$ cat src/shared/dbfsa_pkg.sv
// Shared constants for the dual-bus fault status arbiter
package dbfsa_pkg;

  // Number of management buses; the arbitration logic serves exactly two
  localparam int NBUS = 2;

  // Command classes delivered by each bus front end with cmd_valid
  typedef enum logic [1:0] {
    CMD_NORMAL   = 2'h0,
    CMD_BAD      = 2'h1,
    CMD_CLEAR    = 2'h2,
    CMD_TAKEOVER = 2'h3
  } dbfsa_cmd_t;

  // Fault and result inputs, one bit each, in latched status word order
  localparam int FLT_OVERVOLTAGE     = 0;
  localparam int FLT_UNDERVOLTAGE    = 1;
  localparam int FLT_OVERCURRENT     = 2;
  localparam int FLT_INPUT           = 3;
  localparam int FLT_UNKNOWN         = 4;
  localparam int FLT_INT_EXT         = 5;
  localparam int FLT_SHUTDOWN        = 6;
  localparam int FLT_OVERTEMPERATURE = 7;
  localparam int FLT_ISO_PASS        = 8;
  localparam int FLT_ISO_FAIL        = 9;
  localparam int FLT_W               = 10;

  // Status word layout: bit 1 command error, faults from bit 6 upward
  localparam int SW_W       = 16;
  localparam int SW_CML_BIT = 1;
  localparam int SW_FLT_LSB = 6;
  // Communication status byte: invalid command bit
  localparam int CML_BAD_BIT = 7;
  localparam int CML_W       = 8;

  // Transfer status nibble per bus (bus 0 low nibble, bus 1 high nibble)
  localparam int XF_CTRL  = 0;
  localparam int XF_TOOK  = 1;
  localparam int XF_EVENT = 2;
  localparam int XF_REJ   = 3;
  localparam int XF_NIB_W = 4;

  // Interrupt event bits
  localparam int IRQ_FAULT    = 0;
  localparam int IRQ_HANDOVER = 1;
  localparam int IRQ_REJECT   = 2;
  localparam int IRQ_BADCMD   = 3;
  localparam int IRQ_W        = 4;

  // APB register map (byte addresses)
  localparam int          ADDR_W        = 12;
  localparam logic [11:0] REG_STATUS_WORD = 12'h000;
  localparam logic [11:0] REG_STATUS_CML  = 12'h004;
  localparam logic [11:0] REG_XFER_STATUS = 12'h008;
  localparam logic [11:0] REG_LIVE_STATE  = 12'h00C;
  localparam logic [11:0] REG_RESP_CFG    = 12'h010;
  localparam logic [11:0] REG_IRQ_STATUS  = 12'h014;
  localparam logic [11:0] REG_IRQ_MASK    = 12'h018;

  // Reset values
  localparam logic        CTRL_BUS_RST = 1'b0;
  localparam logic [3:0]  IRQ_MASK_RST = 4'h0;

endpackage : dbfsa_pkg

$ cat src/rtl/dbfsa_top.sv
// Control arbitration, latched fault status and alerts for two management buses

// Functional notes
// - Normal and bad commands are acted upon only from the bus in control; other bus must take over.
// - Normal or bad command on idle bus is rejected, its alert asserted, transfer status records it.
// - Clear-faults from controlling bus never drops the idle bus's alert.
// - Clear-faults on any bus drops its own alert and its pending status.
// - Unit fault asserts both alerts and is reported in status word.
// - Control handover asserts both alerts and is recorded in transfer status.
// - Alert stays asserted while that bus's transfer status holds uncleared information.
// - Bad command on controlling bus sets command error bits and that bus's alert.
// - Fault status bits stay latched until a clear-faults command from the controlling bus.
// - Unit alarms never change the transfer status record.
// - Isolation test pass or fail stays latched until clear-faults from the controlling bus.
// - Output shutdown indication stays latched.
// - Voltage, current, input, unknown, comm and internal faults all stay latched.
// - Overcurrent and overtemperature response settings change only by explicit write.
// - Persisting fault re-latches right after clear; live state is never latched.
// - No restart-successful bit; latched faults carry that information.
module dbfsa_top
  import dbfsa_pkg::*;
#(
  parameter int RESP_W = 8
) (
  input  wire logic                          pclk,
  input  wire logic                          presetn,
  input  wire logic                          psel,
  input  wire logic                          penable,
  input  wire logic                          pwrite,
  input  wire logic [dbfsa_pkg::ADDR_W-1:0]  paddr,
  input  wire logic [31:0]                   pwdata,
  output logic      [31:0]                   prdata,
  output logic                               pready,
  output logic                               pslverr,
  input  wire logic [dbfsa_pkg::NBUS-1:0]    cmd_valid,
  input  wire logic [2*dbfsa_pkg::NBUS-1:0]  cmd_kind,
  input  wire logic [dbfsa_pkg::FLT_W-1:0]   fault_pin,
  output logic      [dbfsa_pkg::NBUS-1:0]    alert_n,
  output logic      [dbfsa_pkg::NBUS-1:0]    cmd_accept,
  output logic                               ctrl_bus,
  output logic      [RESP_W-1:0]             oc_resp,
  output logic      [RESP_W-1:0]             ot_resp,
  output logic                               irq
);
  import dbfsa_pkg::*;

  initial begin
    if (RESP_W < 1 || 2 * RESP_W > 32) $error("RESP_W out of range");
    if (NBUS != 2) $error("Arbitration serves exactly two buses");
    if (SW_FLT_LSB + FLT_W != SW_W) $error("Status word layout mismatch");
  end

  // Fault pins come from the power stage, outside this clock domain
  logic [FLT_W-1:0]         flt_meta_ff;
  logic [FLT_W-1:0]         flt_live_ff;
  logic [FLT_W-1:0]         flt_prev_ff;
  logic [FLT_W-1:0]         flt_lat_ff;
  logic                     cml_lat_ff;
  logic                     ctrl_bus_ff;
  logic [NBUS-1:0][3:1]     xf_ff;
  logic [NBUS-1:0]          pend_ff;
  logic [NBUS-1:0]          alert_n_ff;
  logic [NBUS-1:0]          cmd_accept_ff;
  logic [2*RESP_W-1:0]      resp_cfg_ff;
  logic [IRQ_W-1:0]         irq_stat_ff;
  logic [IRQ_W-1:0]         irq_mask_ff;
  logic                     irq_ff;
  logic [31:0]              prdata_ff;
  logic                     pready_ff;
  logic                     pslverr_ff;

  wire  [FLT_W-1:0]         flt_live = flt_live_ff;
  wire  [FLT_W-1:0]         flt_rise = flt_live_ff & ~flt_prev_ff;
  wire                      any_rise = |flt_rise;

  // Per-bus command decode
  logic [NBUS-1:0]          is_ctrl;
  logic [NBUS-1:0]          cmd_clr;
  logic [NBUS-1:0]          cmd_take;
  logic [NBUS-1:0]          cmd_rej;
  logic [NBUS-1:0]          cmd_bad;
  logic [NBUS-1:0]          cmd_ok;
  logic [NBUS-1:0][3:1]     nxt_xf;
  logic [NBUS-1:0]          nxt_pend;

  wire                      handover = |cmd_take;
  wire                      nxt_ctrl_bus = handover ? ~ctrl_bus_ff : ctrl_bus_ff;
  wire                      ctrl_clr = cmd_clr[ctrl_bus_ff];

  for (genvar b = 0; b < NBUS; b++) begin : g_bus
    wire dbfsa_cmd_t kind = dbfsa_cmd_t'(cmd_kind[2*b +: 2]);
    assign is_ctrl[b]  = (ctrl_bus_ff == 1'(b));
    assign cmd_clr[b]  = cmd_valid[b] && kind == CMD_CLEAR;
    // A takeover from the bus already in control changes nothing
    assign cmd_take[b] = cmd_valid[b] && kind == CMD_TAKEOVER && !is_ctrl[b];
    assign cmd_rej[b]  = cmd_valid[b] && !is_ctrl[b]
                         && (kind == CMD_NORMAL || kind == CMD_BAD);
    assign cmd_bad[b]  = cmd_valid[b] && is_ctrl[b] && kind == CMD_BAD;
    assign cmd_ok[b]   = cmd_valid[b] && is_ctrl[b] && kind == CMD_NORMAL;
    // Own clear only; new events in the same cycle win over the clear
    assign nxt_xf[b][XF_REJ]   = (xf_ff[b][XF_REJ] && !cmd_clr[b]) || cmd_rej[b];
    assign nxt_xf[b][XF_EVENT] = (xf_ff[b][XF_EVENT] && !cmd_clr[b])
                                 || cmd_rej[b] || handover;
    assign nxt_xf[b][XF_TOOK]  = (xf_ff[b][XF_TOOK] && !cmd_clr[b]) || cmd_take[b];
    // Pending alert: only this bus's own clear removes it
    assign nxt_pend[b] = (pend_ff[b] && !cmd_clr[b]) || any_rise || cmd_bad[b];
  end

  // Clear reloads with live faults so a persisting fault re-latches at once
  wire  [FLT_W-1:0] nxt_flt_lat = (ctrl_clr ? '0 : flt_lat_ff) | flt_live;
  wire              nxt_cml_lat = (cml_lat_ff && !ctrl_clr) || (|cmd_bad);

  // Restart success is implied by latched faults clearing, no own bit
  wire  [SW_W-1:0]  status_word = {flt_lat_ff, {(SW_FLT_LSB - SW_CML_BIT - 1){1'b0}},
                                   cml_lat_ff, {SW_CML_BIT{1'b0}}};
  wire  [CML_W-1:0] cml_byte    = {cml_lat_ff, {CML_BAD_BIT{1'b0}}};
  wire  [7:0]       xfer_byte   = {xf_ff[1], ctrl_bus_ff, xf_ff[0], ~ctrl_bus_ff};

  // Interrupt events
  logic [IRQ_W-1:0] irq_ev;
  assign irq_ev[IRQ_FAULT]    = any_rise;
  assign irq_ev[IRQ_HANDOVER] = handover;
  assign irq_ev[IRQ_REJECT]   = |cmd_rej;
  assign irq_ev[IRQ_BADCMD]   = |cmd_bad;

  // APB decode; one wait state so read data comes from a flop
  wire hit_sw   = paddr == REG_STATUS_WORD;
  wire hit_cml  = paddr == REG_STATUS_CML;
  wire hit_xf   = paddr == REG_XFER_STATUS;
  wire hit_live = paddr == REG_LIVE_STATE;
  wire hit_resp = paddr == REG_RESP_CFG;
  wire hit_irqs = paddr == REG_IRQ_STATUS;
  wire hit_mask = paddr == REG_IRQ_MASK;
  wire hit_any  = hit_sw | hit_cml | hit_xf | hit_live | hit_resp | hit_irqs | hit_mask;
  wire acc_ph   = psel && penable && !pready_ff;
  wire done     = psel && penable && pready_ff;
  wire wr_en    = done && pwrite && hit_any;

  logic [31:0] rd_data;
  always_comb begin
    rd_data = 32'h0000_0000;
    if (hit_sw) begin
      rd_data = 32'(status_word);
    end else if (hit_cml) begin
      rd_data = 32'(cml_byte);
    end else if (hit_xf) begin
      rd_data = 32'(xfer_byte);
    end else if (hit_live) begin
      // Operational state is reported live, never latched
      rd_data = 32'({ctrl_bus_ff, flt_live});
    end else if (hit_resp) begin
      rd_data = 32'(resp_cfg_ff);
    end else if (hit_irqs) begin
      rd_data = 32'(irq_stat_ff);
    end else if (hit_mask) begin
      rd_data = 32'(irq_mask_ff);
    end
  end

  wire [IRQ_W-1:0] irq_w1c = (wr_en && hit_irqs) ? pwdata[IRQ_W-1:0] : '0;
  wire [IRQ_W-1:0] nxt_irq_stat = (irq_stat_ff & ~irq_w1c) | irq_ev;

  always_ff @(posedge pclk or negedge presetn) begin
    if (!presetn) begin
      flt_meta_ff <= '0;
      flt_live_ff <= '0;
      flt_prev_ff <= '0;
    end else begin
      flt_meta_ff <= fault_pin;
      flt_live_ff <= flt_meta_ff;
      flt_prev_ff <= flt_live_ff;
    end
  end

  always_ff @(posedge pclk or negedge presetn) begin
    if (!presetn) begin
      flt_lat_ff    <= '0;
      cml_lat_ff    <= 1'b0;
      ctrl_bus_ff   <= CTRL_BUS_RST;
      xf_ff         <= '0;
      pend_ff       <= '0;
      alert_n_ff    <= '1;
      cmd_accept_ff <= '0;
    end else begin
      flt_lat_ff    <= nxt_flt_lat;
      cml_lat_ff    <= nxt_cml_lat;
      ctrl_bus_ff   <= nxt_ctrl_bus;
      xf_ff         <= nxt_xf;
      pend_ff       <= nxt_pend;
      for (int b = 0; b < NBUS; b++) begin
        alert_n_ff[b] <= !(nxt_pend[b] || (|nxt_xf[b]));
      end
      cmd_accept_ff <= cmd_ok;
    end
  end

  // Response settings: only an explicit register write alters them
  always_ff @(posedge pclk or negedge presetn) begin
    if (!presetn) begin
      resp_cfg_ff <= '0;
    end else if (wr_en && hit_resp) begin
      resp_cfg_ff <= pwdata[2*RESP_W-1:0];
    end
  end

  always_ff @(posedge pclk or negedge presetn) begin
    if (!presetn) begin
      irq_stat_ff <= '0;
      irq_mask_ff <= IRQ_MASK_RST;
      irq_ff      <= 1'b0;
    end else begin
      irq_stat_ff <= nxt_irq_stat;
      if (wr_en && hit_mask) begin
        irq_mask_ff <= pwdata[IRQ_W-1:0];
      end
      irq_ff      <= |(nxt_irq_stat & (wr_en && hit_mask ? pwdata[IRQ_W-1:0] : irq_mask_ff));
    end
  end

  always_ff @(posedge pclk or negedge presetn) begin
    if (!presetn) begin
      prdata_ff  <= 32'h0000_0000;
      pready_ff  <= 1'b0;
      pslverr_ff <= 1'b0;
    end else begin
      pready_ff  <= acc_ph;
      if (acc_ph) begin
        prdata_ff  <= pwrite ? 32'h0000_0000 : rd_data;
        pslverr_ff <= !hit_any;
      end else begin
        pslverr_ff <= 1'b0;
      end
    end
  end

  assign prdata     = prdata_ff;
  assign pready     = pready_ff;
  assign pslverr    = pslverr_ff;
  assign alert_n    = alert_n_ff;
  assign cmd_accept = cmd_accept_ff;
  assign ctrl_bus   = ctrl_bus_ff;
  assign oc_resp    = resp_cfg_ff[RESP_W-1:0];
  assign ot_resp    = resp_cfg_ff[2*RESP_W-1:RESP_W];
  assign irq        = irq_ff;

  // Checks tying outputs to their causes
  for (genvar b = 0; b < NBUS; b++) begin : g_chk
    reject_not_acted_a : assert property (
      @(posedge pclk) disable iff (!presetn)
      cmd_rej[b] |=> !cmd_accept_ff[b])
      else $error("rejected command was acted upon");
    reject_alert_a : assert property (
      @(posedge pclk) disable iff (!presetn)
      cmd_rej[b] |=> !alert_n_ff[b] && xf_ff[b][XF_REJ] && xf_ff[b][XF_EVENT])
      else $error("rejection not recorded or alert missing");
    idle_keeps_alert_a : assert property (
      @(posedge pclk) disable iff (!presetn)
      (ctrl_clr && !is_ctrl[b] && !cmd_clr[b] && (pend_ff[b] || |xf_ff[b]))
      |=> !alert_n_ff[b])
      else $error("controlling clear dropped idle bus alert");
    own_clear_a : assert property (
      @(posedge pclk) disable iff (!presetn)
      (cmd_clr[b] && !any_rise && !handover && !cmd_rej[b] && !cmd_bad[b])
      |=> alert_n_ff[b] && !pend_ff[b] && xf_ff[b] == 3'h0)
      else $error("own clear did not drop alert");
    bad_cmd_a : assert property (
      @(posedge pclk) disable iff (!presetn)
      cmd_bad[b] |=> cml_lat_ff && status_word[SW_CML_BIT] && !alert_n_ff[b])
      else $error("bad command not reported");
    alert_hold_a : assert property (
      @(posedge pclk) disable iff (!presetn)
      (|xf_ff[b]) |-> !alert_n_ff[b])
      else $error("alert dropped with transfer status pending");
    accept_pulse_a : assert property (
      @(posedge pclk) disable iff (!presetn)
      cmd_ok[b] |=> cmd_accept_ff[b])
      else $error("accepted command not flagged");
    pend_hold_a : assert property (
      @(posedge pclk) disable iff (!presetn)
      (pend_ff[b] && !cmd_clr[b]) |=> pend_ff[b])
      else $error("pending alert lost without own clear");
    pend_quiet_a : assert property (
      @(posedge pclk) disable iff (!presetn)
      (!pend_ff[b] && !any_rise && !cmd_bad[b]) |=> !pend_ff[b])
      else $error("pending alert set without cause");
    xfer_hold_a : assert property (
      @(posedge pclk) disable iff (!presetn)
      !cmd_clr[b] |=> (xf_ff[b] & $past(xf_ff[b])) == $past(xf_ff[b]))
      else $error("transfer status lost without own clear");
    pend_fault_a : assert property (
      @(posedge pclk) disable iff (!presetn)
      any_rise |=> pend_ff[b])
      else $error("fault did not set pending alert");
    reject_no_cml_a : assert property (
      @(posedge pclk) disable iff (!presetn)
      (cmd_rej[b] && !cml_lat_ff && !(|cmd_bad)) |=> !cml_lat_ff)
      else $error("rejected command flagged as command error");
    alert_release_a : assert property (
      @(posedge pclk) disable iff (!presetn)
      (!pend_ff[b] && xf_ff[b] == 3'h0) |-> alert_n_ff[b])
      else $error("alert held with nothing pending");
  end

  fault_both_a : assert property (
    @(posedge pclk) disable iff (!presetn)
    any_rise |=> alert_n_ff == 2'b00 ##0 (flt_lat_ff & $past(flt_rise)) == $past(flt_rise))
    else $error("fault did not raise both alerts");
  handover_both_a : assert property (
    @(posedge pclk) disable iff (!presetn)
    handover |=> ctrl_bus_ff != $past(ctrl_bus_ff) && alert_n_ff == 2'b00
                 && xf_ff[ctrl_bus_ff][XF_TOOK])
    else $error("handover not recorded");
  latch_hold_a : assert property (
    @(posedge pclk) disable iff (!presetn)
    !ctrl_clr |=> (flt_lat_ff & $past(flt_lat_ff)) == $past(flt_lat_ff))
    else $error("latched fault lost without clear");
  relatch_a : assert property (
    @(posedge pclk) disable iff (!presetn)
    ctrl_clr |=> flt_lat_ff == $past(flt_live))
    else $error("persisting fault not re-latched");
  alarm_no_xfer_a : assert property (
    @(posedge pclk) disable iff (!presetn)
    (any_rise && cmd_valid == 2'b00) |=> $stable(xf_ff))
    else $error("alarm touched transfer status");
  resp_stable_a : assert property (
    @(posedge pclk) disable iff (!presetn)
    !(wr_en && hit_resp) |=> $stable(resp_cfg_ff))
    else $error("response settings changed without write");

  // Control only moves on a takeover from the idle bus
  ctrl_steady_a : assert property (
    @(posedge pclk) disable iff (!presetn)
    !handover |=> $stable(ctrl_bus_ff))
    else $error("control moved without takeover");
  handover_event_a : assert property (
    @(posedge pclk) disable iff (!presetn)
    handover |=> xf_ff[0][XF_EVENT] && xf_ff[1][XF_EVENT])
    else $error("handover event missing on a bus");

  // Latched status survives everything but a controlling clear
  cml_hold_a : assert property (
    @(posedge pclk) disable iff (!presetn)
    (cml_lat_ff && !ctrl_clr) |=> cml_lat_ff)
    else $error("command error lost without clear");
  cml_clear_a : assert property (
    @(posedge pclk) disable iff (!presetn)
    (ctrl_clr && !(|cmd_bad)) |=> !cml_lat_ff)
    else $error("command error survived clear");
  shutdown_hold_a : assert property (
    @(posedge pclk) disable iff (!presetn)
    (flt_lat_ff[FLT_SHUTDOWN] && !ctrl_clr) |=> flt_lat_ff[FLT_SHUTDOWN])
    else $error("shutdown indication lost without clear");
  iso_pass_hold_a : assert property (
    @(posedge pclk) disable iff (!presetn)
    (flt_lat_ff[FLT_ISO_PASS] && !ctrl_clr) |=> flt_lat_ff[FLT_ISO_PASS])
    else $error("isolation pass lost without clear");
  iso_fail_hold_a : assert property (
    @(posedge pclk) disable iff (!presetn)
    (flt_lat_ff[FLT_ISO_FAIL] && !ctrl_clr) |=> flt_lat_ff[FLT_ISO_FAIL])
    else $error("isolation fail lost without clear");
  fault_status_a : assert property (
    @(posedge pclk) disable iff (!presetn)
    any_rise |=> |status_word[SW_W-1:SW_FLT_LSB])
    else $error("fault not shown in status word");
  resp_write_a : assert property (
    @(posedge pclk) disable iff (!presetn)
    (wr_en && hit_resp) |=> resp_cfg_ff == $past(pwdata[2*RESP_W-1:0]))
    else $error("response settings write lost");

  // Every event leaves its sticky interrupt bit set
  fault_irq_a : assert property (
    @(posedge pclk) disable iff (!presetn)
    any_rise |=> irq_stat_ff[IRQ_FAULT])
    else $error("fault interrupt bit not set");
  handover_irq_a : assert property (
    @(posedge pclk) disable iff (!presetn)
    handover |=> irq_stat_ff[IRQ_HANDOVER])
    else $error("handover interrupt bit not set");
  reject_irq_a : assert property (
    @(posedge pclk) disable iff (!presetn)
    (|cmd_rej) |=> irq_stat_ff[IRQ_REJECT])
    else $error("reject interrupt bit not set");
  bad_irq_a : assert property (
    @(posedge pclk) disable iff (!presetn)
    (|cmd_bad) |=> irq_stat_ff[IRQ_BADCMD])
    else $error("bad command interrupt bit not set");

endmodule : dbfsa_top

$ cat config.mk
export PLATFORM = sky130hd
export DESIGN_NAME = dbfsa_top
export DESIGN_NICKNAME = d
export VERILOG_FILES = /design/src/shared/dbfsa_pkg.sv /design/src/rtl/dbfsa_top.sv
export SDC_FILE = /design/constraint.sdc
export NUM_CORES = 1
export LEC_CHECK = 0
export BUFFER_PORTS_ARGS = -buffer_cell sky130_fd_sc_hd__buf_4
export CORE_UTILIZATION = 46
export CTS_CLUSTER_DIAMETER = 150
export DETAILED_ROUTE_END_ITERATION = 7
export GPL_TIMING_DRIVEN = 0
export HOLD_SLACK_MARGIN = 0.15
export PLACE_DENSITY = 0.75
export SYNTH_ARGS = -nofsm -noshare
export SYNTH_HDL_FRONTEND = slang
export SYNTH_SLANG_ARGS = --single-unit
$ cat constraint.sdc
create_clock -name pclk -period 1.4 [get_ports pclk]
set_clock_uncertainty 0.05 [all_clocks]
set_input_delay 0.28 -clock pclk [delete_from_list [all_inputs] [get_ports pclk]]
set_output_delay 0.28 -clock pclk [all_outputs]
set_load 0.03 [all_outputs]
# --- After elaboration in Yosys (flattened, before gate mapping) ---
# Index checks and enable logic that the tools add are counted.
totals:
  reg_bits: 113
  input_bits: 65
op_classes:
  magnitude_cmp: 1
  eq_ne: 12
  n_mux: 14
  bitwise: 14
  reduce_logical: 68
op_table:
  columns: ["op", "n"]
  rows:
  - ["$mux 32", 4]
  - ["$eq 12x5->1 const B", 3]
  - ["$logic_and 1x1->1", 33]
  - ["$mux 16", 2]
  - ["$eq 12x4->1 const B", 2]
  - ["$logic_or 1x1->1", 17]
  - ["$mux 4", 4]
  - ["$eq 12x3->1 const B", 1]
  - ["$logic_not 12->1", 1]
  - ["$and 10x10->10", 1]
  - ["$mux 10", 1]
  - ["$not 10->10", 1]
  - ["$or 10x10->10", 1]
  - ["$reduce_or 10->1", 1]
  - ["$and 4x4->4", 2]
  - ["$eq 2x2->1 const B", 4]
  - ["$logic_not 1->1", 8]
  - ["$or 1x1->1", 6]
  - ["$reduce_or 2->1", 3]
  - ["$reduce_or 3->1", 2]
  - ["$eq 2x1->1 const B", 2]
  - ["$logic_not 2->1", 2]
  - ["$not 4->4", 1]
  - ["$or 4x4->4", 1]
  - ["4 further kinds", 6]

# --- Depth between registers and ports, before layout ---
# Gate-level depths: netlist of the first run.
depth:
  ltp_word: 15
  mapped_depth: 7
  ltp_nobuf: 5

# --- Worst setup path after synthesis of the first run ---
# No wires, ideal clock.
synth_timing:
  kind: "register to register"
  start: "register pready_ff, in the netlist pready"
  end: "register irq_ff, in the netlist irq"
  arrival_time_ps: 1534
  slack_ps: -322
  stages_incl_launch_ff: 7
  path_buffers: 1
  synth_period_minus_slack_ps: 1722
  path_cell_list: "dfrtp_1 > and4_1 > clkbuf_1 > nand2_1 > nor2_1 > mux2i_1 > o2111ai_1"
synth_between:
  elab_chain_len: 10
synth_rtl:
  columns: ["element", "line", "source"]
  rows:
  - ["start: declaration", "dbfsa_top.sv:69", "logic pready_ff;"]
  - ["start signal: assignment", "dbfsa_top.sv:226", "pready_ff <= acc_ph;"]
  - ["$logic_and 1x1->1 *", "dbfsa_top.sv:136", "wire done = psel && penable && pready_ff;"]
  - ["$logic_and 1x1->1 * (2 in a row)", "dbfsa_top.sv:137", "wire wr_en = done && pwrite && hit_any;"]
  - ["$logic_and 1x1->1", "dbfsa_top.sv:160", "wire [IRQ_W-1:0] irq_w1c = (wr_en && hit_irqs) ? pwdata[IRQ_W-1:0] : '0;"]
  - ["$mux 4", "dbfsa_top.sv:160", null]
  - ["$not 4->4", "dbfsa_top.sv:161", "wire [IRQ_W-1:0] nxt_irq_stat = (irq_stat_ff & ~irq_w1c) | irq_ev;"]
  - ["$and 4x4->4", "dbfsa_top.sv:161", null]
  - ["$or 4x4->4", "dbfsa_top.sv:161", null]
  - ["$and 4x4->4 *", "dbfsa_top.sv:216", "irq_ff <= |(nxt_irq_stat & (wr_en && hit_mask ? pwdata[IRQ_W-1:0] : irq_mask_ff));"]
  - ["$reduce_or 4->1 *", "dbfsa_top.sv:216", null]
  - ["end signal: assignment", "dbfsa_top.sv:216", null]
  - ["end: declaration", "dbfsa_top.sv:67", "logic irq_ff;"]
# Mark *: on every way between the ends. The rest lies on a longest branch, timed or not.
# A chain may end at the register's enable or synchronous reset.

# --- Worst setup path after layout of the first run ---
layout_timing:
  start: "register flt_live_ff[6], in the netlist flt_live[6]"
  end: "register alert_n_ff[0], in the netlist alert_n[0]"
layout_between:
  elab_chain_len: 6
layout_rtl:
  columns: ["element", "line", "source"]
  rows:
  - ["start: declaration", "dbfsa_top.sv:55", "logic [FLT_W-1:0] flt_live_ff;"]
  - ["start signal: assignment", "dbfsa_top.sv:170", "flt_live_ff <= flt_meta_ff;"]
  - ["$and 10x10->10", "dbfsa_top.sv:73", "wire [FLT_W-1:0] flt_rise = flt_live_ff & ~flt_prev_ff;"]
  - ["$reduce_or 10->1", "dbfsa_top.sv:74", "wire any_rise = |flt_rise;"]
  - ["$logic_or 1x1->1 (2 in a row)", "dbfsa_top.sv:106", "assign nxt_pend[b] = (pend_ff[b] && !cmd_clr[b]) || any_rise || cmd_bad[b];"]
  - ["via nxt_pend[0]", "dbfsa_top.sv:84", "logic [NBUS-1:0] nxt_pend;"]
  - ["$logic_or 1x1->1", "dbfsa_top.sv:191", "alert_n_ff[b] <= !(nxt_pend[b] || (|nxt_xf[b]));"]
  - ["$logic_not 1->1", "dbfsa_top.sv:191", null]
  - ["end signal: indexed assignment", "dbfsa_top.sv:191", null]
  - ["end: declaration", "dbfsa_top.sv:62", "logic [NBUS-1:0] alert_n_ff;"]
# The timed path passes the listed nets, and every way through them passes these cells.

==> reports/results.ini, run 1 <==
[grt]
grt_max_degree = 98
grt_pass1_vias = 3609
grt_pass1_wl_um = 17900
overflow = 0
groute.usage.overall_pct = 24.2
antenna_found_initial = 0

[clocking]
cts_root_buffer = clkbuf_8
cts_tree = yes
cts.sinks = 97
clock_latency_ns = 0.37
numCtsBuffers = 9
clk_pin_slew_ns = 0.10
ctsHtreeMaxLevel = 3
clockBufferDepth = 2

[route]
wl_per_cell_um = 17.7
drc = 0
drtAntennaViolNets = 0
drtIter0Drc = 316
first_pass_iters = 5
vias = 3650
wl_um = 11700
avgViaCountPerCell = 5.51

[worst_setup_path]
max_stage_delay_ns = 0.42
path_cells = inv_2 -> o22ai_4 -> nor4_4 -> o211ai_1 -> nor4b_2
crit_path_start_kind = register
path_class = reg -> reg
cp_max_fo = 3
crit_path_end_kind = register
worst-endpoint-arrival_ns = 1.93
crit_path_start = flt_live[6]$_DFF_PN0_
r2r_start = flt_live[6]$_DFF_PN0_
cp_data_required_time_ns = 1.63
r2r_cells = 5
cp_slowest_cell = dfrtp_1

[die]
core-area_mm2 = 0.00872
fp-row-count = 34
die_width_um = 96.8
initial_core_util_pct = 47.4
die_area_mm2 = 0.00937
dieHeight_um = 96.8
ios = 121

[sta]
max_freq_ghz = 0.591
finalWorstSetupSlack_ns = -0.291
fin_crit_sh_pct = 121
finalCriticalPeriod_ns = 1.69
worstMarginPinSlew_ns = 1.18
maxSlewHeadroom_pct = 21.5
setup_violations = 40
finalHoldViolCount = 0
grt_setup_unrepaired = true
slew_violations = 0

[synth]
yosysTopAreaCellShare_pct = 57.5
synth_area_leaders = dfrtp_1 (58%), nand2_1 (4.5%), mux2_4 (3.6%), o21ai_0 (3.0%), buf_4 (2.9%)
netlist_area_mm2 = 0.00413
syn_area_per_cell_um2 = 11.1
synth-edff-count = 0
yosysUniqueCellTypes = 50
yosysWarnings = 0
synth_seq_area_share_pct = 58.8
synth_ff_type = dfrtp_1
yosys.area.top_type = dfrtp_1
synthCells = 371
synthArstFlopShare_pct = 100
synth_seq_cells = 97

[layout]
final_util_pct = 71.4
fin_area_mm2 = 0.00623
final_layout_size_suffix_gt1_share_pct = 44.6
n_antenna_cell = 0
finalNonFillerCells = 662
n_fill_cell = 593
area_growth_pct = 50.7
nNetsFinal = 614

[power_and_ir_drop]
irDropWorstVdd_mv = 0.855
fin_total_pwr_mw = 5.67
power.density_mw_per_mm2 = 911
p_leak_nw = 2.97

[placed_design]
place_hpwl_um = 6930
finalWeightedCongestion = 0.892
port_buffers = 87
placedCellCount = 581
place_worst_setup_slack_ns = -0.546
placed_cell_area_mm2 = 0.00502

[outcome]
violations = negative setup slack
outcome = complete, but fails checks

[flow_run]
drv_cap = 0

[min_path]
min-delay-path-class = in -> async

what timing repair did:
| action | 4_1_cts | 5_1_grt |
|---|---|---|
| pin swaps | 28 | 23 |
| buffers inserted | 18 | 13 |
| cloned | 1 | 4 |
| endpoints found under the hold margin | 116 | 0 |
| hold buffers | 30 | 0 |
| setup endpoints to repair | 50 | 57 |
| resized for setup | 67 | 45 |
final timing paths:
kind	end	slack [ns]
max in group asynchronous	pready$_DFF_PN0_	0.39
max reg2reg	alert_n[0]$_DFF_PN1_	-0.29
min reg2reg	flt_live[9]$_DFF_PN0_	0.31
min in group pclk	xf_ff[4]$_DFF_PN0_	0.18
min	irq_mask_ff[0]$_DFF_PN0_	0.09
max	alert_n[0]$_DFF_PN1_	-0.29
through the flow:
stage | hold slack (ns) | setup TNS [ns]
2_1_floorplan | -0.0656 | -4.86
3_3_place_gp | 0.282 | -18.82
3_5_place_dp | 0.286 | -18.86
4_1_cts | 0.131 | -4.13
5_1_grt | 0.195 | -7.42
6_report | 0.0852 | -5.67
cells by family (layout without fill, tap and decap cells):
logic type             Yosys count  in the layout  share of synthesized area [%]
buffers and inverters           44            212                           5.81
AO/OA/AOI/OAI                   88             88                           13.4
AND/OR/NAND/NOR                120            120                           15.4
flip-flops                      97             97                           58.8
multiplexers                    21             21                           6.51
other                            1             16                         0.0907
final cells by class:
| class | count | area [um2] | area share, % |
|---|---|---|---|
| plain buffers | 30 | 278 | 4.46 |
| clock buffers | 9 | 124 | 1.99 |
| clock inverters | 7 | 60.1 | 0.964 |
| inverters | 14 | 52.6 | 0.844 |
| multi-input cells | 245 | 1820 | 29.2 |
| flip-flops and latches | 97 | 2430 | 39.1 |
| well taps | 108 | 135 | 2.17 |
| repair buffers | 152 | 1330 | 21.4 |
synth_stat cells, types with 3 or more instances:
cell and instances:
a22oi_1 13, nand2_1 50, dfrtp_1 95, nor4_1 3, mux2_4 10, nand3_1 13
nor2b_1 5, o21ai_1 6, o21ai_0 25, o21a_1 3, mux2_2 7, mux2i_1 4
a21o_1 4, a21oi_1 13, a31oi_1 3, o31ai_1 4, clkbuf_1 7, nand2b_1 7
buf_4 16, and3_1 6, o22ai_1 5, nor3_1 3, nor2_1 14, or2_2 3
buf_2 6, inv_1 14
layer usage:
metal | track usage (%) | vias up | part of all wire [%]
met4 | 12.9 | 0 | 3.9
li1 | - | 1644 | -
met3 | 3.76 | 44 | 7.1
met1 | 31.8 | 1794 | 39
met5 | 0 | - | 0
met2 | 38.8 | 168 | 50
report_power, final:
| group | internal, mW | switching (mW) | leakage, nW |
|---|---|---|---|
| combinational | 0.423 | 0.491 | 1.70 |
| clock | 0.681 | 1.04 | 0.0965 |
| sequential | 2.93 | 0.106 | 1.18 |
flip-flops by register name (all words and copies together), names as in the netlist:
signal / flops
pslverr: 1
alert_n: 2
ctrl_bus: 1
flt_live: 10
pend_ff: 2
irq_stat_ff: 4
irq: 1
flt_lat_ff: 10
xf_ff: 6
flt_prev_ff: 10
pready: 1
irq_mask_ff: 4
prdata: 16
resp_cfg_ff: 16
cmd_accept: 2
flt_meta_ff: 10
cml_lat_ff: 1
critical path, delay by kind of cell (launching register included):
family,cells,cell delay [ns]
flip-flops,1,0.42
AO/OA/AOI/OAI,2,0.29
buffers and inverters,1,0.10
AND/OR/NAND/NOR,2,0.74
cell usage in the layout (no fill, tap or decap), types with 4 or more instances in the layout:
cell type / instances
buf_2: 5
mux2_2: 5
inv_2: 6
buf_4: 117
o21ai_1: 10
nand3_1: 8
o21ai_0: 16
conb_1: 16
o21ai_2: 5
mux2_4: 12
nor2_1: 10
dlygate4sd3_1: 30
a22oi_2: 6
a21oi_1: 13
inv_1: 8
dfrtp_1: 93
clkbuf_8: 10
and3_1: 4
buf_8: 4
nand2b_1: 7
a21o_1: 4
buf_6: 17
buf_12: 4
a22oi_1: 7
nand2_1: 45
No activity file was read; power rests on OpenSTA's default activity.
==> inputs of run 2 (changes only) <==
--- a/config.mk
+++ b/config.mk
@@ -5,7 +5,7 @@
 export SDC_FILE = /design/constraint.sdc
 export NUM_CORES = 1
 export LEC_CHECK = 0
-export BUFFER_PORTS_ARGS = -buffer_cell sky130_fd_sc_hd__buf_4
+export BUFFER_PORTS_ARGS = -buffer_cell sky130_fd_sc_hd__buf_2
 export CORE_UTILIZATION = 46
 export CTS_CLUSTER_DIAMETER = 150
 export DETAILED_ROUTE_END_ITERATION = 7
==> reports/results.ini, run 2 (synthesis results as in run 1) <==
[min_path]
min-delay-path-class = in -> reg

[route]
drc = 0  ; unchanged
vias = 3724  ; +2.0%
wl_um = 12200  ; +3.7%
drtAntennaViolNets = 0  ; unchanged
first_pass_iters = 6  ; +1
wl_per_cell_um = 18.4  ; +3.7%
avgViaCountPerCell = 5.63  ; +2.0%
drtIter0Drc = 421  ; +33%

[clocking]
cts.sinks = 97  ; unchanged
cts_tree = yes
cts_root_buffer = clkbuf_8
ctsHtreeMaxLevel = 3  ; unchanged
numCtsBuffers = 9  ; unchanged
clk_pin_slew_ns = 0.09  ; about the same
clock_latency_ns = 0.38  ; about the same
clockBufferDepth = 2  ; unchanged

[sta]
grt_setup_unrepaired = true
maxSlewHeadroom_pct = 53.2  ; +32 points
max_freq_ghz = 0.578  ; -2.2%
slew_violations = 0  ; unchanged
setup_violations = 41  ; +2.5%
finalCriticalPeriod_ns = 1.73  ; +0.0381 ns
worstMarginPinSlew_ns = 0.701  ; -0.477 ns
fin_crit_sh_pct = 124  ; +2.7 points
hold-worst-slack_ns = 0.166  ; +0.0809 ns
finalWorstSetupSlack_ns = -0.329  ; -0.0381 ns
finalHoldViolCount = 0  ; unchanged

[layout]
final_cell_mix = dfrtp_1 (93), buf_2 (85), nand2_1 (43)
layout_commonest_cell = dfrtp_1
n_antenna_cell = 0  ; unchanged
n_fill_cell = 584  ; -1.5%
finalNonFillerCells = 662  ; unchanged
multiInputGateArea_mm2 = 0.00184  ; +1.0%
nNetsFinal = 614  ; unchanged
area_growth_pct = 46.8
area.sequential_mm2 = 0.00243  ; unchanged
final_layout_size_suffix_gt1_share_pct = 44.0  ; -0.54 points

[flow_run]
drv_cap = 0  ; unchanged

[worst_setup_path]
cp_max_fo = 3  ; unchanged
max_stage_delay_ns = 0.46  ; +0.04 ns
rrSetupSlack_ns = -0.33  ; -0.04 ns
crit_path_end_kind = register
r2r_cells = 6  ; +1
crit_path_end = irq$_DFF_PN0_
path_class = reg -> reg
cp_data_required_time_ns = 1.58  ; -0.05 ns
crit_path_start_kind = register
r2r_start = flt_live[6]$_DFF_PN0_
path_cells = inv_2 -> o22ai_4 -> nor4_4 -> buf_4 -> and2_4 -> o2111ai_4
crit_path_start = flt_live[6]$_DFF_PN0_
worst-endpoint-arrival_ns = 1.91  ; -0.02 ns
r2r-end = irq$_DFF_PN0_
cp_slowest_cell = nor4_4

[grt]
antenna_found_initial = 0  ; unchanged
groute.usage.overall_pct = 23.7  ; -0.53 points
grt_max_degree = 52  ; -47%
overflow = 0  ; unchanged
grt_pass1_vias = 3434  ; -4.8%
grt_pass1_wl_um = 17300  ; -3.4%

[die]
ios = 121  ; unchanged
fp-row-count = 34  ; unchanged
die_width_um = 96.8  ; unchanged
dieHeight_um = 96.8  ; unchanged
core-area_mm2 = 0.00872  ; unchanged
initial_core_util_pct = 47.4  ; unchanged
die_area_mm2 = 0.00937  ; unchanged

[placed_design]
port_buffers = 87  ; unchanged
place_worst_setup_slack_ns = -0.563  ; -0.0171 ns
finalWeightedCongestion = 0.880  ; -1.3%
place_hpwl_um = 6950  ; +0.37%
placedCellCount = 582  ; +0.17%

[power_and_ir_drop]
p_leak_nw = 2.95  ; -0.79%
power.density_mw_per_mm2 = 921  ; +1.1%
irDropWorstVdd_mv = 0.724  ; -15%

[outcome]
outcome = complete, but fails checks
violations = negative setup slack

run 2: changes by cell type in the layout (fill, tap and decap cells not counted), sizes merged:
cell	change
clkbuf	+1
bufbuf	+1
buf	+1
clkinv	-1
inv	-3
clkinvlp	+2
dlygate4sd3	-1
run 2: worst min-delay path by stage:
stage / cells after the start / start / end
global route: 3 / cmd_kind[2] / xf_ff[4]$_DFF_PN0_
finish: 3 / cmd_kind[2] / xf_ff[4]$_DFF_PN0_
floorplan: 0 / presetn / cmd_accept[0]$_DFF_PN0_
detailed placement: 0 / flt_meta_ff[6]$_DFF_PN0_ / flt_live[6]$_DFF_PN0_
CTS: 2 / cmd_kind[3] / pend_ff[1]$_DFF_PN0_
global placement: 0 / flt_meta_ff[3]$_DFF_PN0_ / flt_live[3]$_DFF_PN0_
run 2: area by class of cell:
cell class	instances	share of cell area [%]
multi-input combinational	245	30.3
clock inverter	5	0.681
buffer	29	4.33
tap	108	2.23
timing repair buffer	153	19.4
inverter	14	0.866
sequential	97	40.1
clock buffer	11	2.17
run 2: worst max-delay path: cells and delay by family, from the launching register on:
kind                   cells  cell delay [ns]
and+or+nand+nor            2             0.61
AOI/OAI and AO/OA          2             0.18
buffers and inverters      2             0.31
DFF                        1             0.43
run 2: repair_timing:
item,in CTS,in global routing
endpoints found under the hold margin,79,0
cloned,2,3
setup buffers,19,12
endpoints found under the setup margin,53,57
pin swaps,27,16
gates resized for setup,71,47
hold buffers,29,0
run 2: layer usage:
layer  vias to the layer above  GRT usage (%)  share of wire [%]
li1                       1633              -                  -
met1                      1809           31.5                 39
met2                       224           37.0                 48
met3                        58           5.64                8.5
met4                         0           10.7                4.4
met5                         -              0                  0
run 2: power by group:
group	internal, mW	leakage, nW	switching (mW)
sequential	2.93	1.18	0.111
combinational	0.383	1.69	0.504
clock	0.660	0.0801	0.998
run 2: per-stage QoR:
step,setup TNS [ns],utilization [%],power (mW),instance area (um2)
finish,-5.47,69.6,5.59,6070
global route,-7.52,69.6,5.79,6070
CTS,-4.73,66.2,5.45,5780
detailed placement,-19.10,55.4,3.70,4830
global placement,-106.92,55.0,3.67,4800
floorplan,-4.86,-,3.42,4230
==> inputs of run 3 (changes only) <==
--- a/config.mk
+++ b/config.mk
@@ -12,6 +12,7 @@
 export GPL_TIMING_DRIVEN = 0
 export HOLD_SLACK_MARGIN = 0.15
 export PLACE_DENSITY = 0.75
+export SKIP_CTS_REPAIR_TIMING = 1
 export SYNTH_ARGS = -nofsm -noshare
 export SYNTH_HDL_FRONTEND = slang
 export SYNTH_SLANG_ARGS = --single-unit
==> reports/results.ini, run 3 (synthesis results as in run 1) <==
[layout]
layout_commonest_cell = dfrtp_1
area_growth_pct = 39.6
n_antenna_cell = 0  ; unchanged
final_layout_size_suffix_gt1_share_pct = 40.6  ; -3.4 points
final_cell_mix = dfrtp_1 (92), buf_2 (86), nand2_1 (46)
nNetsFinal = 597  ; -2.8%
fin_area_mm2 = 0.00577  ; -4.9%
multiInputGateArea_mm2 = 0.00175  ; -4.5%
n_fill_cell = 617  ; +5.7%
final_util_pct = 66.2  ; -3.4 points
area.sequential_mm2 = 0.00243  ; about the same

[power_and_ir_drop]
p_leak_nw = 2.80  ; -5.3%
fin_total_pwr_mw = 5.52  ; -1.2%
power.density_mw_per_mm2 = 956  ; +3.9%
irDropWorstVdd_mv = 0.590  ; -19%

[grt]
grt_max_degree = 52  ; unchanged
overflow = 0  ; unchanged
grt_pass1_vias = 2942  ; -14%
antenna_found_initial = 0  ; unchanged
groute.usage.overall_pct = 20.8  ; -2.9 points
grt_pass1_wl_um = 15200  ; -12%

[sta]
maxSlewHeadroom_pct = 54.9  ; +1.7 points
hold-worst-slack_ns = 0.152  ; -0.0144 ns
finalHoldViolCount = 0  ; unchanged
max_freq_ghz = 0.569  ; -1.6%
fin_crit_sh_pct = 125  ; +2.0 points
setup_violations = 34  ; -17%
finalCriticalPeriod_ns = 1.76  ; +0.0277 ns
worstMarginPinSlew_ns = 0.677  ; -0.0240 ns
slew_violations = 0  ; unchanged
finalWorstSetupSlack_ns = -0.357  ; -0.0277 ns
grt_setup_unrepaired = true

[die]
core-area_mm2 = 0.00872  ; unchanged
die_width_um = 96.8  ; unchanged
die_area_mm2 = 0.00937  ; unchanged
dieHeight_um = 96.8  ; unchanged
initial_core_util_pct = 47.4  ; unchanged
fp-row-count = 34  ; unchanged
ios = 121  ; unchanged

[route]
vias = 3525  ; -5.3%
first_pass_iters = 5  ; -1
drtAntennaViolNets = 0  ; unchanged
avgViaCountPerCell = 5.47  ; -2.8%
wl_per_cell_um = 16.7  ; -9.5%
wl_um = 10700  ; -12%
drtIter0Drc = 294  ; -30%
drc = 0  ; unchanged

[placed_design]
placed_cell_area_mm2 = 0.00483  ; unchanged
place_hpwl_um = 6950  ; unchanged
finalWeightedCongestion = 0.880  ; unchanged
place_worst_setup_slack_ns = -0.563  ; unchanged
port_buffers = 87  ; unchanged

[worst_setup_path]
cp_max_fo = 4  ; +1
cp_slowest_cell = nor4_4
cp_data_required_time_ns = 1.58  ; about the same
path_cells = nand2b_1 -> o2111ai_2 -> nor4_4 -> buf_4 -> and2_4 -> o2111ai_2
worst-endpoint-arrival_ns = 1.94  ; +0.03 ns
cpMostUsedCell = o2111ai_2
max_stage_delay_ns = 0.45  ; about the same
crit_path_start_kind = register
path_class = reg -> reg
crit_path_end_kind = register

[clocking]
clockBufferDepth = 2  ; unchanged
numCtsBuffers = 9  ; unchanged
cts.sinks = 97  ; unchanged
clock_latency_ns = 0.37  ; about the same
cts_tree = yes
ctsHtreeMaxLevel = 3  ; unchanged
cts_root_buffer = clkbuf_8
clk_pin_slew_ns = 0.09  ; about the same

[outcome]
violations = negative setup slack
outcome = complete, but fails checks

[flow_run]
drv_cap = 0  ; unchanged

[min_path]
min-delay-path-class = in -> reg

[run 3: stage by stage]
stage,setup TNS (ns),std cells
final,-5.60,645
after global routing,-7.44,645
after global placement,-106.92,581
after detailed placement,-19.10,582
after floorplan,-4.86,386
after CTS,-8.39,598
[run 3: area by class of cell]
type	instances	area share, %
Timing Repair Buffer	135	16.8
Clock inverter	5	0.716
Multi-Input combinational cell	245	30.4
Inverter	14	0.911
Sequential cell	97	42.2
Clock buffer	11	2.28
Tap cell	108	2.34
Buffer	30	4.42
[run 3: path summary, 6_finish.rpt]
| kind | cells after the start | endpoint | slack [ns] | startpoint |
|---|---|---|---|---|
| worst min-delay path | 2 | resp_cfg_ff[1]$_DFFE_PN0P_ | 0.15 | pwdata[1] |
| worst max register to register | 6 | irq$_DFF_PN0_ | -0.36 | flt_live[3]$_DFF_PN0_ |
| min in group asynchronous | 2 | irq$_DFF_PN0_ | 0.43 | presetn |
| worst min register to register | 0 | flt_live[6]$_DFF_PN0_ | 0.30 | flt_meta_ff[6]$_DFF_PN0_ |
| max in group asynchronous | 3 | alert_n[0]$_DFF_PN1_ | 0.16 | presetn |
| worst max-delay path | 6 | irq$_DFF_PN0_ | -0.36 | flt_live[3]$_DFF_PN0_ |
[run 3: routing by layer]
layer / global-route usage (%) / up-vias / wire [um]
li1: - / 1594 / -
met1: 29.2 / 1702 / 4450
met2: 30.9 / 196 / 5110
met3: 4.91 / 33 / 845
met4: 8.96 / 0 / 330
met5: 0 / - / 0
[run 3: power breakdown]
| part | leakage, nW | internal (mW) | switching, mW |
|---|---|---|---|
| Sequential | 1.18 | 2.93 | 0.107 |
| Clock | 0.0801 | 0.660 | 0.983 |
| Combinational | 1.54 | 0.364 | 0.472 |
| Total | 2.80 | 3.96 | 1.56 |
[run 3: worst max-delay path, delay by kind of cell (launching register included)]
family	cells	cell delay, ns
buf+inv	1	0.19
simple gates	3	0.68
compound gates	2	0.27
flops	1	0.44
